**config.mk**
```make
export PLATFORM = sky130hd
export DESIGN_NAME = axst_status_top
export DESIGN_NICKNAME = d
export VERILOG_FILES = /design/src/axst_pkg.sv /design/src/axst_status_top.sv
export SDC_FILE = /design/constraint.sdc
export NUM_CORES = 1
export LEC_CHECK = 0
export BUFFER_PORTS_ARGS = -buffer_cell sky130_fd_sc_hd__clkbuf_2
export CORE_MARGIN = 8
export CORE_UTILIZATION = 34
export CTS_CLUSTER_DIAMETER = 120
export DETAILED_ROUTE_END_ITERATION = 7
export GPL_TIMING_DRIVEN = 1
export PLACE_DENSITY_LB_ADDON = 0.1
export SETUP_SLACK_MARGIN = 0.02
export SKIP_CTS_REPAIR_TIMING = 1
export SLEW_MARGIN = 0
export SYNTH_ARGS = -nofsm -noshare
export SYNTH_HDL_FRONTEND = slang
export SYNTH_SLANG_ARGS = --single-unit
```
**constraint.sdc**
```tcl
create_clock -name REF_CLK -period 1.65 [get_ports REF_CLK]
set_input_delay 0.0825 -clock REF_CLK [delete_from_list [all_inputs] [get_ports REF_CLK]]
set_output_delay 0.0825 -clock REF_CLK [all_outputs]
set_load 0.01 [all_outputs]
```
**src/axst_pkg.sv**
```systemverilog
// Constants and types shared by the axis status reporting block
package axst_pkg;

   // Read command codes
   localparam logic [7:0] READ_EXTENDED_STATUS_CMD = 8'hF1;
   localparam logic [7:0] READ_INTERP_STATUS_CMD   = 8'hFF;

   // Word geometry
   localparam int WORD_W     = 32;
   localparam int AXIS_COUNT = 4;
   localparam logic [WORD_W-1:0] ZERO_WORD = 32'h00000000;

   // Extended status field positions
   localparam int EXT_STATE_LSB        = 0;
   localparam int EXT_STATE_W          = 4;
   localparam int EXT_DIR_BIT          = 4;
   localparam int EXT_START_BIT        = 5;
   localparam int EXT_STOP_BIT         = 6;
   localparam int EXT_EMERG_BIT        = 7;
   localparam int EXT_CMP_START_BIT    = 8;
   localparam int EXT_DEV_CLEAR_BIT    = 9;
   localparam int EXT_INDEX_BIT        = 10;
   localparam int EXT_PLUS_DIR_BIT     = 11;
   localparam int EXT_MINUS_DIR_BIT    = 12;
   localparam int EXT_CNT_CLEAR_BIT    = 13;
   localparam int EXT_CNT_LATCH_BIT    = 14;
   localparam int EXT_SLOWDOWN_BIT     = 15;
   localparam int EXT_IN_POS_BIT       = 16;
   localparam int EXT_CMP_FILL_LSB     = 18;
   localparam int EXT_OP_FILL_LSB      = 20;
   localparam int FILL_W               = 2;

   // Interpolation status field positions
   localparam int IP_LIN1_SET_LSB  = 0;
   localparam int IP_LIN2_SET_LSB  = 4;
   localparam int IP_CIRC_SET_LSB  = 8;
   localparam int IP_SYNTH_SET_LSB = 12;
   localparam int IP_ACTIVE_LSB    = 16;
   localparam int IP_ACTIVE_W      = 4;
   localparam int IP_CUR_QUAD_LSB  = 20;
   localparam int IP_FIN_QUAD_LSB  = 22;
   localparam int QUAD_W           = 2;
   localparam int IP_ACT_CW        = 2;
   localparam int IP_ACT_CCW       = 3;

   // Operating state codes
   localparam logic [3:0] CODE_STOPPED       = 4'h0;
   localparam logic [3:0] CODE_START_CONTROL = 4'hF;

   // Start control window length in clock cycles
   localparam logic [2:0] START_CTRL_CYCLES = 3'h4;
   localparam logic [2:0] CTR_ONE           = 3'h1;
   localparam logic [2:0] CTR_ZERO          = 3'h0;

   // Pin indexes into the synchroniser vectors
   localparam int PIN_COUNT     = 11;
   localparam int PIN_CSTART    = 0;
   localparam int PIN_ASTART    = 1;
   localparam int PIN_CSTOP     = 2;
   localparam int PIN_EMERG     = 3;
   localparam int PIN_CMP_START = 4;
   localparam int PIN_INDEX     = 5;
   localparam int PIN_PLUS_DIR  = 6;
   localparam int PIN_MINUS_DIR = 7;
   localparam int PIN_CNT_CLEAR = 8;
   localparam int PIN_CNT_LATCH = 9;
   localparam int PIN_SLOWDOWN  = 10;
   localparam logic [PIN_COUNT-1:0] PIN_RESET = 11'h7FF;

   typedef enum logic [0:0] {
      AXST_FOLLOW,
      AXST_START_CTRL
   } axst_mode_type;

   typedef struct packed {
      logic [PIN_COUNT-1:0] sync1;
      logic [PIN_COUNT-1:0] sync2;
      logic [PIN_COUNT-1:0] sync3;
      logic [PIN_COUNT-1:0] level;
      axst_mode_type        mode;
      logic [2:0]           ctr;
      logic                 rd_valid;
      logic [WORD_W-1:0]    rd_data;
   } axst_state_type;

endpackage : axst_pkg

```
**src/axst_status_top.sv**
```systemverilog
// Axis extended status and shared interpolation status read-out
`timescale 1ns/10ps
`default_nettype none

module axst_status_top
   import axst_pkg::*;
(
   input  wire logic                  REF_CLK,
   input  wire logic                  RST_B,
   // Read command port
   input  wire logic                  CMD_VALID,
   input  wire logic [7:0]            CMD_CODE,
   output logic                       RD_VALID,
   output logic [WORD_W-1:0]          RD_DATA,
   // Raw external pins
   input  wire logic                  COMMON_START_INPUT_N,
   input  wire logic                  AXIS_START_INPUT,
   input  wire logic                  COMMON_STOP_INPUT_N,
   input  wire logic                  EMERGENCY_STOP_INPUT_N,
   input  wire logic                  COMPARE_START_PIN,
   input  wire logic                  ENCODER_INDEX_INPUT,
   input  wire logic                  PLUS_DIRECTION_SWITCH,
   input  wire logic                  MINUS_DIRECTION_SWITCH,
   input  wire logic                  COUNTER_CLEAR_INPUT,
   input  wire logic                  COUNTER_LATCH_INPUT,
   input  wire logic                  SLOWDOWN_INPUT,
   // Polarity selections, 1 means active high
   input  wire logic                  START_PIN_POLARITY_CFG,
   input  wire logic                  CLEAR_OUTPUT_POLARITY_CFG,
   input  wire logic                  INDEX_POLARITY_CFG,
   input  wire logic                  DIRECTION_SWITCH_POLARITY_CFG,
   input  wire logic                  CLEAR_INPUT_POLARITY_CFG,
   input  wire logic                  LATCH_INPUT_POLARITY_CFG,
   input  wire logic                  SLOWDOWN_POLARITY_CFG,
   input  wire logic                  IN_POSITION_POLARITY_CFG,
   // Axis core state, same clock
   input  wire logic [EXT_STATE_W-1:0] OPERATING_STATE_CODE,
   input  wire logic                  START_CONTROL_REQ,
   input  wire logic                  MOTION_DIRECTION,
   input  wire logic                  DEVIATION_CLEAR_OUTPUT,
   input  wire logic                  IN_POSITION_LEVEL,
   input  wire logic [2:0]            COMPARE_CHAIN_DETERMINED,
   input  wire logic [2:0]            OPERATION_CHAIN_DETERMINED,
   // Interpolation core state, same clock
   input  wire logic [AXIS_COUNT-1:0] AXIS_LINEAR_ONE_SET,
   input  wire logic [AXIS_COUNT-1:0] AXIS_LINEAR_TWO_SET,
   input  wire logic [AXIS_COUNT-1:0] AXIS_CIRCULAR_SET,
   input  wire logic [AXIS_COUNT-1:0] AXIS_CONST_SYNTH_SPEED_SET,
   input  wire logic [IP_ACTIVE_W-1:0] INTERP_ACTIVE,
   input  wire logic [QUAD_W-1:0]     CURRENT_QUADRANT,
   input  wire logic [QUAD_W-1:0]     FINAL_QUADRANT
);

   // Active state of a level under a polarity selection
   function automatic logic active_of(input logic lvl, input logic active_high);
      active_of = ~(lvl ^ active_high);
   endfunction : active_of

   // Fill code rises with current, first, second register determined
   function automatic logic [FILL_W-1:0] fill_code(input logic [2:0] det);
      if (det[2] && det[1] && det[0]) begin
         fill_code = 2'h3;
      end else if (det[1] && det[0]) begin
         fill_code = 2'h2;
      end else if (det[0]) begin
         fill_code = 2'h1;
      end else begin
         fill_code = 2'h0;
      end
   endfunction : fill_code

   axst_state_type state_reg;
   axst_state_type state_next;
   logic [PIN_COUNT-1:0] raw_pins;
   logic [WORD_W-1:0]    ext_word;
   logic [WORD_W-1:0]    ip_word;
   logic [EXT_STATE_W-1:0] shown_code;

   // Gather raw pins so one loop can synchronise them all
   assign raw_pins[PIN_CSTART]    = COMMON_START_INPUT_N;
   assign raw_pins[PIN_ASTART]    = AXIS_START_INPUT;
   assign raw_pins[PIN_CSTOP]     = COMMON_STOP_INPUT_N;
   assign raw_pins[PIN_EMERG]     = EMERGENCY_STOP_INPUT_N;
   assign raw_pins[PIN_CMP_START] = COMPARE_START_PIN;
   assign raw_pins[PIN_INDEX]     = ENCODER_INDEX_INPUT;
   assign raw_pins[PIN_PLUS_DIR]  = PLUS_DIRECTION_SWITCH;
   assign raw_pins[PIN_MINUS_DIR] = MINUS_DIRECTION_SWITCH;
   assign raw_pins[PIN_CNT_CLEAR] = COUNTER_CLEAR_INPUT;
   assign raw_pins[PIN_CNT_LATCH] = COUNTER_LATCH_INPUT;
   assign raw_pins[PIN_SLOWDOWN]  = SLOWDOWN_INPUT;

   // Reported state code; the start-control window overrides the core
   assign shown_code = (state_reg.mode == AXST_START_CTRL) ? CODE_START_CONTROL
                                                           : OPERATING_STATE_CODE;

   // Extended status word built from filtered levels and core state
   always_comb begin
      ext_word = ZERO_WORD; // Unlisted bits stay zero
      ext_word[EXT_STATE_LSB +: EXT_STATE_W] = shown_code;
      ext_word[EXT_DIR_BIT]       = MOTION_DIRECTION;
      ext_word[EXT_START_BIT]     = ~state_reg.level[PIN_CSTART]
                                    | active_of(state_reg.level[PIN_ASTART], START_PIN_POLARITY_CFG);
      ext_word[EXT_STOP_BIT]      = ~state_reg.level[PIN_CSTOP];
      ext_word[EXT_EMERG_BIT]     = ~state_reg.level[PIN_EMERG];
      ext_word[EXT_CMP_START_BIT] = active_of(state_reg.level[PIN_CMP_START], START_PIN_POLARITY_CFG);
      ext_word[EXT_DEV_CLEAR_BIT] = active_of(DEVIATION_CLEAR_OUTPUT, CLEAR_OUTPUT_POLARITY_CFG);
      ext_word[EXT_INDEX_BIT]     = active_of(state_reg.level[PIN_INDEX], INDEX_POLARITY_CFG);
      // No pulser-enable gating, so the switches stay live in pulser mode
      ext_word[EXT_PLUS_DIR_BIT]  = active_of(state_reg.level[PIN_PLUS_DIR],
                                              DIRECTION_SWITCH_POLARITY_CFG);
      ext_word[EXT_MINUS_DIR_BIT] = active_of(state_reg.level[PIN_MINUS_DIR],
                                              DIRECTION_SWITCH_POLARITY_CFG);
      ext_word[EXT_CNT_CLEAR_BIT] = active_of(state_reg.level[PIN_CNT_CLEAR], CLEAR_INPUT_POLARITY_CFG);
      ext_word[EXT_CNT_LATCH_BIT] = active_of(state_reg.level[PIN_CNT_LATCH], LATCH_INPUT_POLARITY_CFG);
      ext_word[EXT_SLOWDOWN_BIT]  = active_of(state_reg.level[PIN_SLOWDOWN], SLOWDOWN_POLARITY_CFG);
      ext_word[EXT_IN_POS_BIT]    = active_of(IN_POSITION_LEVEL, IN_POSITION_POLARITY_CFG);
      ext_word[EXT_CMP_FILL_LSB +: FILL_W] = fill_code(COMPARE_CHAIN_DETERMINED);
      ext_word[EXT_OP_FILL_LSB +: FILL_W]  = fill_code(OPERATION_CHAIN_DETERMINED);
   end

   // Interpolation status word, identical for every axis selection
   always_comb begin
      ip_word = ZERO_WORD; // Top byte stays zero
      ip_word[IP_LIN1_SET_LSB +: AXIS_COUNT]  = AXIS_LINEAR_ONE_SET;
      ip_word[IP_LIN2_SET_LSB +: AXIS_COUNT]  = AXIS_LINEAR_TWO_SET;
      ip_word[IP_CIRC_SET_LSB +: AXIS_COUNT]  = AXIS_CIRCULAR_SET;
      ip_word[IP_SYNTH_SET_LSB +: AXIS_COUNT] = AXIS_CONST_SYNTH_SPEED_SET;
      ip_word[IP_ACTIVE_LSB +: IP_ACTIVE_W]   = INTERP_ACTIVE;
      // Quadrants only mean something while an arc runs
      if (INTERP_ACTIVE[IP_ACT_CW] || INTERP_ACTIVE[IP_ACT_CCW]) begin
         ip_word[IP_CUR_QUAD_LSB +: QUAD_W] = CURRENT_QUADRANT;
         ip_word[IP_FIN_QUAD_LSB +: QUAD_W] = FINAL_QUADRANT;
      end
   end

   // Next-state logic for synchronisers, start window and read answer
   always_comb begin
      state_next = state_reg;
      // Three-stage pipe; stage one feeds only stage two
      state_next.sync1 = raw_pins;
      state_next.sync2 = state_reg.sync1;
      state_next.sync3 = state_reg.sync2;
      for (int i = 0; i < PIN_COUNT; i++) begin
         // A change counts only once stages two and three agree
         if (state_reg.sync2[i] == state_reg.sync3[i]) begin
            state_next.level[i] = state_reg.sync3[i];
         end
      end
      // Start-control window always times out on its own
      unique case (state_reg.mode)
         AXST_FOLLOW: begin
            if (START_CONTROL_REQ) begin
               state_next.mode = AXST_START_CTRL;
               state_next.ctr  = START_CTRL_CYCLES - CTR_ONE;
            end
         end
         AXST_START_CTRL: begin
            if (state_reg.ctr == CTR_ZERO) begin
               state_next.mode = AXST_FOLLOW;
            end else begin
               state_next.ctr = state_reg.ctr - CTR_ONE;
            end
         end
      endcase
      // Reads only copy a word out; nothing inside is disturbed
      state_next.rd_valid = 1'b0;
      if (CMD_VALID) begin
         if (CMD_CODE == READ_EXTENDED_STATUS_CMD) begin
            state_next.rd_valid = 1'b1;
            state_next.rd_data  = ext_word;
         end else if (CMD_CODE == READ_INTERP_STATUS_CMD) begin
            state_next.rd_valid = 1'b1;
            state_next.rd_data  = ip_word;
         end
      end
   end

   // State register; pins reset high, the inactive level of the common start, common stop and emergency pins
   always_ff @(posedge REF_CLK or negedge RST_B) begin
      if (!RST_B) begin
         state_reg.sync1    <= PIN_RESET;
         state_reg.sync2    <= PIN_RESET;
         state_reg.sync3    <= PIN_RESET;
         state_reg.level    <= PIN_RESET;
         state_reg.mode     <= AXST_FOLLOW;
         state_reg.ctr      <= CTR_ZERO;
         state_reg.rd_valid <= 1'b0;
         state_reg.rd_data  <= ZERO_WORD;
      end else begin
         state_reg <= state_next;
      end
   end

   assign RD_VALID = state_reg.rd_valid;
   assign RD_DATA  = state_reg.rd_data;

endmodule : axst_status_top

`default_nettype wire

```
==> results of run 1 <==
cells by family (layout without fill, tap and decap cells):
kind of cell    Yosys count  count (layout)
compound gates           53              53
xor+xnor                 11              11
fa+ha+maj                13              13
buf+inv                  43             133
flops                    73              73
mux                       1               1
other cells               1               8
simple gates             40              40
layout make-up:
cell class,count,area [µm²]
clock inverter,2,10.0
multi-input combinational,126,898
inverter,5,21.3
clock buffer,13,180
sequential,73,1880
fill,827,4930
timing repair buffer,113,668
tap,108,135
metal layers:
layer	vias up	global-route usage [%]
met5	-	0
met4	0	5.23
met3	11	4.33
met2	71	15.9
met1	917	13.8
li1	963	-
per-stage QoR:
stage	setup WS [ns]	area [µm²]
2_1_floorplan	0.445	3090
4_1_cts	0.320	3650
3_5_place_dp	0.245	3460
6_report	0.342	3790
3_3_place_gp	0.307	3460
5_1_grt	0.245	3790
critical path, cell delays in order (launching register included):
cell     delay, ns
dfrtp_1       0.39
inv_1         0.08
ha_1          0.15
ha_1          0.24
mux2i_1       0.13
o22a_1        0.21
final timing paths:
| kind | startpoint | end | slack (ns) | depth (start not counted) |
|---|---|---|---|---|
| min in group asynchronous | RST_B | state_reg[33] | 0.26 | 2 |
| hold / removal | INTERP_ACTIVE[1] | RD_DATA[17] | 0.008 | 2 |
| hold reg to reg | state_next[54] | state_reg[54] | 0.35 | 0 |
| setup reg to reg | state_reg[33] | state_reg[34] | 0.34 | 5 |
| max in group asynchronous | RST_B | state_reg[46] | 0.80 | 3 |
| setup / recovery | state_reg[33] | state_reg[34] | 0.34 | 5 |
Yosys cell counts (3+ instances only):
cell type / n / area [µm²]
nor2_1: 6 / 22.5
a2bb2oi_1: 6 / 52.6
o21ai_1: 16 / 80.1
a22oi_1: 8 / 60.1
nand2_1: 21 / 78.8
o21ai_0: 4 / 20.0
a22o_1: 3 / 26.3
dfrtp_1: 29 / 726
xnor2_1: 9 / 78.8
dfstp_2: 44 / 1160
maj3_1: 11 / 110
a2bb2oi_2: 4 / 60.1
buf_4: 34 / 255
inv_1: 4 / 15.0
o22ai_1: 4 / 25.0
cells in the final DEF (no fill, tap or decap), drive strengths merged, types with 3 or more instances in the layout:
cell type    count
a2bb2oi         10
xnor2            9
conb             8
nor2             8
dfstp           44
dlygate4sd3     14
o21ai           20
nand2           22
a22oi            8
o22ai            4
dfrtp           29
maj3            11
clkbuf         104
buf              8
a22o             3
inv              5
power by group through the flow:
stage / Combinational [mW] / Sequential (mW) / Clock [mW]
after floorplan: 0.389 / 2.08 / 0
after global placement: 0.519 / 2.12 / 0
after detailed placement: 0.528 / 2.13 / 0
after CTS: 0.529 / 2.10 / 1.38
after global routing: 0.618 / 2.11 / 1.46
final: 0.542 / 2.09 / 1.32
==> results.json, run 1 <==
{
  "cp_data_required_time_ns": 1.87,
  "numCtsBuffers": 9,
  "clkTransAtPathRegs_ns": 0.07,
  "dp_hpwl_mm": 5.07,
  "gp_congestion": 0.739,
  "grt_overflow": 0,
  "setup_viol_count_final": 0,
  "largest_register_ffs": 26,
  "io_pins": 101,
  "synth_compound_area_share_pct": 13.2,
  "diodes": 0,
  "synth_area_um2": 3060,
  "comb_power_share_pct": 13.7,
  "initial_core_util_pct": 35.1,
  "worstSkewPairLatency_ns": 0.34,
  "ys.flop_type": "dfstp_2",
  "drive_above_1_share_pct": 50.9,
  "critPathMaxFanout": 5,
  "arrival_ns": 1.53,
  "power.switching_mw": 0.959,
  "clk_path_buf_depth": 2,
  "routed_wirelength_mm": 6.57,
  "yosysSeqAreaShare_pct": 61.5,
  "first_iter_violations": 33,
  "antenna_left": 0,
  "synth_edf_count": 0,
  "yosysUniqueCellTypes": 39,
  "met1_length_mm": 3.01,
  "synth_xor_area_share_pct": 3.15,
  "irDropWorstVdd_uv": 424,
  "muxShareOfSynthArea_pct": 0.327,
  "hold_viol": 0,
  "post_drt_wl_per_cell_um": 14.9,
  "fp-row-count": 34,
  "p_int_mw": 2.99,
  "track_usage_pct": 10.9,
  "hold_ws_ns": 0.00790,
  "antenna_found_initial": 0,
  "p_clk_share_pct": 33.3,
  "drc": 0,
  "post-route-util_pct": 43.5,
  "wl_met3_um": 496,
  "status": "finished, final reports clean",
  "min_period_ns": 1.31,
  "dieArea_um2": 12300,
  "grt_pass1_vias": 2085,
  "pwr-share-seq_pct": 53.0,
  "synthCells": 235,
  "num_vias": 1962,
  "core_um2": 8720,
  "wl_met2_mm": 2.95,
  "layout.cells.non_filler": 440,
  "switching_share_pct": 24.3,
  "cts_root_buf": "clkbuf_8",
  "worstHoldPathType": "primary input to flop",
  "dieHeight_um": 111,
  "synth_fa_ha_area_share_pct": 4.41,
  "synth_warnings": 0,
  "cts.sinks": 73,
  "setup_tns_ns": 0,
  "areaGrowthSynthToFinish_pct": 23.9,
  "syn_avg_cell_area_um2": 13.0,
  "grt_max_degree": 40,
  "top_layer_used": "met4",
  "cp-end-kind": "flop",
  "cap_violations": 0,
  "slew_viol_final": 0,
  "die_w_um": 111,
  "path_class": "flop to flop",
  "h-tree-depth": 3,
  "rsz0062_at_grt": "false",
  "fmax_mhz": 765,
  "start_kind": "flop",
  "finClkSkew_ns": 0.0150,
  "dp_cells": 411,
  "power_density_nw_per_um2": 1040,
  "synth_top_family_by_area": "compound AO/OA/AOI/OAI gates",
  "cts_tree": "yes",
  "first_pass_iters": 4,
  "ys_ff_latch": 73,
  "synth-simple-area-share_pct": 7.27,
  "io_buffers": 92,
  "grt_pass1_wl_mm": 10.8,
  "postSynth.asyncResetShare_pct": 100,
  "p_total_mw": 3.95,
  "fin_nets": 398,
  "timing.final.crit_share_pct": 79.3,
  "p_leak_nw": 1.75,
  "avgViaCountPerCell": 4.46
}
Note: power is estimated with default switching activity, not from simulation.
==> run 2: changes to the inputs <==
Clock period 1.65 ns to 1.22 ns, I/O delays scaled along.
==> run 2 against run 1 <==
Utilization is 1.8 points higher; critical path type unchanged; critical path depth stayed put; clock-buffer cell count is 4 lower; first-iteration DRC count is 76% higher; the flow now finishes with violations (negative hold slack); cell count is 2.7% higher; wire length is 2.8% higher.
==> results.json, run 2 (synthesis gave the netlist of run 1 again) <==
{
  "final_common_cell": "clkbuf_2",
  "numCtsBuffers": 9,
  "drc": 0,
  "cts_root_buf": "clkbuf_8",
  "antenna_found_initial": 0,
  "core_um2": 8720,
  "critPathMaxFanout": 5,
  "areaGrowthSynthToFinish_pct": 28.9,
  "first_iter_violations": 58,
  "register_area_um2": 1880,
  "reg2reg_slack_ns": 0.07,
  "cap_violations": 0,
  "switching_share_pct": 26.4,
  "comb_power_share_pct": 15.7,
  "r2r_end": "state_reg[34]",
  "fp-row-count": 34,
  "worstSkewPairLatency_ns": 0.34,
  "stdcell_area_um2": 3950,
  "largest_register_ffs": 26,
  "grt_max_degree": 74,
  "grt_pass1_vias": 2135,
  "gp_congestion": 0.710,
  "setup_viol_count_final": 0,
  "num_vias": 2003,
  "p_int_mw": 4.14,
  "start_kind": "flop",
  "nFillCells": 838,
  "power_density_nw_per_um2": 1430,
  "die_w_um": 111,
  "pwr-share-seq_pct": 50.3,
  "fin_nets": 409,
  "ff2ff_path_depth": 5,
  "first_pass_iters": 4,
  "power.switching_mw": 1.49,
  "status": "complete, but fails checks",
  "avgViaCountPerCell": 4.43,
  "cts.sinks": 73,
  "crit_start": "state_reg[33]",
  "hold_viol": 1,
  "drive_above_1_share_pct": 53.2,
  "layout.cells.most_common_list": "91 x clkbuf_2, 44 x dfstp_2, 29 x dfrtp_1",
  "placed_area_um2": 3530,
  "diodes": 0,
  "p_clk_share_pct": 34.0,
  "slew_viol_final": 0,
  "post_drt_wl_per_cell_um": 14.9,
  "r2r_start": "state_reg[33]",
  "cts_tree": "yes",
  "dieHeight_um": 111,
  "routed_wirelength_mm": 6.75,
  "crit_end": "state_reg[34]",
  "worstHoldPathType": "primary input to flop",
  "io_pins": 101,
  "grt_pass1_wl_mm": 11.0,
  "min_period_ns": 1.15,
  "grt_overflow": 0,
  "finClkSkew_ns": 0.00896,
  "path_class": "flop to flop",
  "violations": "negative hold slack",
  "hold_ws_ns": -0.00688,
  "dieArea_um2": 12300,
  "fmax_mhz": 866,
  "irDropWorstVdd_uv": 717,
  "cp_data_required_time_ns": 1.46,
  "io_buffers": 92,
  "track_usage_pct": 11.2,
  "rsz0062_at_grt": "true",
  "clkTransAtPathRegs_ns": 0.09,
  "cp-end-kind": "flop",
  "timing.final.crit_share_pct": 94.6,
  "multiInputGateArea_um2": 932,
  "clk_path_buf_depth": 2,
  "arrival_ns": 1.39,
  "initial_core_util_pct": 35.1,
  "antenna_left": 0,
  "setup_tns_ns": 0,
  "p_leak_nw": 1.80,
  "dp_hpwl_mm": 5.05,
  "h-tree-depth": 3
}
run 2: worst max-delay path, cell delays in order, from the launching register on:
cell and delay, ns:
dfrtp_1 0.39, inv_2 0.08, ha_4 0.13, ha_4 0.15, mux2i_2 0.08, o22a_1 0.21
run 2: worst min-delay path by stage:
stage,from,end,slack (ns),cells past startpoint
CTS,RST_B,RD_DATA[4],-0.27,2
floorplan,RST_B,RD_DATA[0],-0.23,0
finish,MOTION_DIRECTION,RD_DATA[4],-0.007,3
global placement,RST_B,RD_DATA[12],0.11,2
global route,MOTION_DIRECTION,RD_DATA[4],0.005,3
detailed placement,RST_B,RD_DATA[10],0.11,2
run 2: layer usage:
metal	wire, µm	GRT usage, %	part of all wire [%]
met4	123	5.41	1.8
met5	0	0	0
met2	2840	15.9	42
met1	3310	14.5	49
met3	478	4.22	7.1
run 2: per-stage QoR:
stage | util (%) | instances | total power [mW] | setup slack, ns
detailed placement | 40.4 | 417 | 3.64 | -0.0940
global route | 45.3 | 452 | 5.95 | 0.00964
CTS | 42.8 | 433 | 5.60 | -0.0686
floorplan | - | 242 | 3.35 | 0.0232
finish | 45.3 | 452 | 5.63 | 0.0659
global placement | 40.4 | 417 | 3.61 | -0.0349
run 2: power by group through the flow:
stage,combinational (mW),sequential (mW),clock [mW]
final,0.887,2.83,1.91
after global routing,1.01,2.86,2.09
after CTS,0.774,2.83,1.99
after detailed placement,0.771,2.87,0
after global placement,0.746,2.86,0
after floorplan,0.535,2.82,0
run 2: layout make-up:
type / count / area share (%)
clock buffers: 9 / 3.14
inverters: 5 / 0.539
clock inverters: 7 / 1.97
multi-input cells: 126 / 23.6
repair buffers: 124 / 19.7
well taps: 108 / 3.42
flip-flops and latches: 73 / 47.7
==> run 3: changes to the inputs <==
Settings changed: SETUP_SLACK_MARGIN 0.02 to 0.4.
==> run 3 against run 2 <==
The run now ends clean; global-route usage is 0.15 points lower; utilization increased by 4.8 points; clock-buffer cell count rose by 5; critical path depth unchanged; critical path type unchanged; highest routed layer unchanged.
==> results.json, run 3 (synthesis gave the netlist of run 1 again) <==
{
  "reg2reg_slack_ns": 0.03,
  "critPathMaxFanout": 5,
  "cp-end-kind": "flop",
  "layout.cells.non_filler": 469,
  "power_density_nw_per_um2": 1360,
  "antenna_found_initial": 0,
  "die_w_um": 111,
  "hold_path_depth": 3,
  "irDropWorstVdd_uv": 517,
  "cts_root_buf": "clkbuf_8",
  "use_met3_pct": 3.90,
  "crit_path_top_delay_cell": "dfrtp_1",
  "register_area_um2": 1880,
  "dp_cells": 417,
  "avgViaCountPerCell": 4.48,
  "setup_viol_count_final": 0,
  "busiest_layer": "met2",
  "p_total_mw": 5.94,
  "diodes": 0,
  "dieArea_um2": 12300,
  "largest_register_ffs": 26,
  "post_drt_wl_per_cell_um": 15.0,
  "h-tree-depth": 3,
  "initial_core_util_pct": 35.1,
  "numCtsBuffers": 9,
  "cts.sinks": 73,
  "r2r_end": "state_reg[34]",
  "gp_congestion": 0.755,
  "placed_area_um2": 3540,
  "cts_tree": "yes",
  "worstHoldPathType": "primary input to flop",
  "path_class": "flop to flop",
  "rsz0062_at_grt": "true",
  "hold_ws_ns": 0.0170,
  "p_leak_nw": 2.02,
  "post-route-util_pct": 50.1,
  "first_pass_iters": 4,
  "io_pins": 101,
  "stdcell_area_um2": 4370,
  "fp-row-count": 34,
  "grt_overflow": 0,
  "dieHeight_um": 111,
  "cap_violations": 0,
  "grt_pass1_vias": 2172,
  "r2r_start": "state_reg[33]",
  "nFillCells": 775,
  "fin_nets": 427,
  "core_um2": 8720,
  "arrival_ns": 1.41,
  "status": "finished, final reports clean",
  "ff2ff_path_depth": 5,
  "hp-start": "AXIS_LINEAR_TWO_SET[2]",
  "hold_viol": 0,
  "dp_hpwl_mm": 4.99,
  "grt_pass1_wl_mm": 11.0,
  "grt_use_met1_pct": 13.8,
  "io_buffers": 92,
  "cp_slowest_stage_delay_ns": 0.38,
  "track_usage_pct": 11.0,
  "layout.cells.most_common_list": "65 x clkbuf_2, 44 x dfstp_2, 28 x dfrtp_1",
  "slew_viol_final": 0,
  "path_buf_inv": 1,
  "finClkSkew_ns": 0.00287,
  "areaGrowthSynthToFinish_pct": 42.7,
  "hold-path-endpoint": "RD_DATA[6]",
  "first_iter_violations": 61,
  "drive_above_1_share_pct": 64.5,
  "antenna_left": 0,
  "fmax_mhz": 843,
  "cp_cell_sequence": "inv_1 -> ha_2 -> ha_4 -> mux2i_2 -> o22a_1",
  "cp_data_required_time_ns": 1.44,
  "min_period_ns": 1.19,
  "clkTransAtPathRegs_ns": 0.07,
  "routed_wirelength_mm": 7.01,
  "start_kind": "flop",
  "clk_path_buf_depth": 2,
  "worstSkewPairLatency_ns": 0.33,
  "timing.final.crit_share_pct": 97.3,
  "multiInputGateArea_um2": 1080,
  "grt_max_degree": 74,
  "crit_family": "flip-flops",
  "drc": 0,
  "grt_util_met2_pct": 16.6,
  "final_common_cell": "clkbuf_2",
  "num_vias": 2102
}
[run 3: cell count changes in the layout (fill, tap and decap cells not counted), moves of 6 or more]
| cell | before | now |
|---|---|---|
| xnor2_2 | 0 | 6 |
| clkbuf_2 | 91 | 65 |
| buf_2 | 0 | 14 |
| xnor2_1 | 9 | 3 |
| buf_6 | 0 | 16 |
| nand2_1 | 21 | 14 |
| maj3_2 | 0 | 6 |
| maj3_1 | 11 | 5 |
| buf_4 | 12 | 27 |
[run 3: final cells by class]
type,instances,share of cell area [%]
Tap cell,108,3.09
Timing Repair Buffer,142,23.4
Multi-Input combinational cell,126,24.7
Inverter,5,0.544
Clock buffer,14,4.44
Clock inverter,1,0.687
Sequential cell,73,43.1
[run 3: metrics by stage]
stage	setup slack [ns]	TNS [ns]
final	0.0335	0
after global routing	-0.0339	-0.0667
after CTS	0.00223	0
after detailed placement	-0.0693	-0.252
after global placement	-0.0184	-0.0786
after floorplan	0.0644	0
[run 3: per-layer routing]
layer  part of all wire (%)  wire length (µm)
met4                    1.0                72
met1                     45              3190
met5                      0                 0
met2                     47              3310
met3                    6.4               447
[run 3: worst register-to-register path: cells and delay by family, from the launching register on]
family,cells,cell delay [ns]
adders and majority gates,2,0.36
AOI/OAI and AO/OA,1,0.19
DFF,1,0.38
buffers and inverters,1,0.07
muxes,1,0.08
[run 3: how the worst max path moves through the flow]
stage / start / endpoint / slack [ns] / cells after the start
2_1_floorplan: state_reg[33] / state_reg[35] / 0.06 / 5
3_3_place_gp: CMD_CODE[1] / RD_DATA[5] / -0.02 / 6
3_5_place_dp: CMD_CODE[1] / RD_DATA[4] / -0.07 / 6
4_1_cts: state_reg[33] / state_reg[34] / 0.002 / 5
5_1_grt: state_reg[33] / state_reg[34] / -0.03 / 5
6_report: state_reg[33] / state_reg[34] / 0.03 / 5
[run 3: where the power goes]
part	switching, mW	internal [mW]	total [mW]
clock network	0.834	1.23	2.06
logic	0.431	0.617	1.05
registers	0.132	2.70	2.83
total	1.40	4.54	5.94
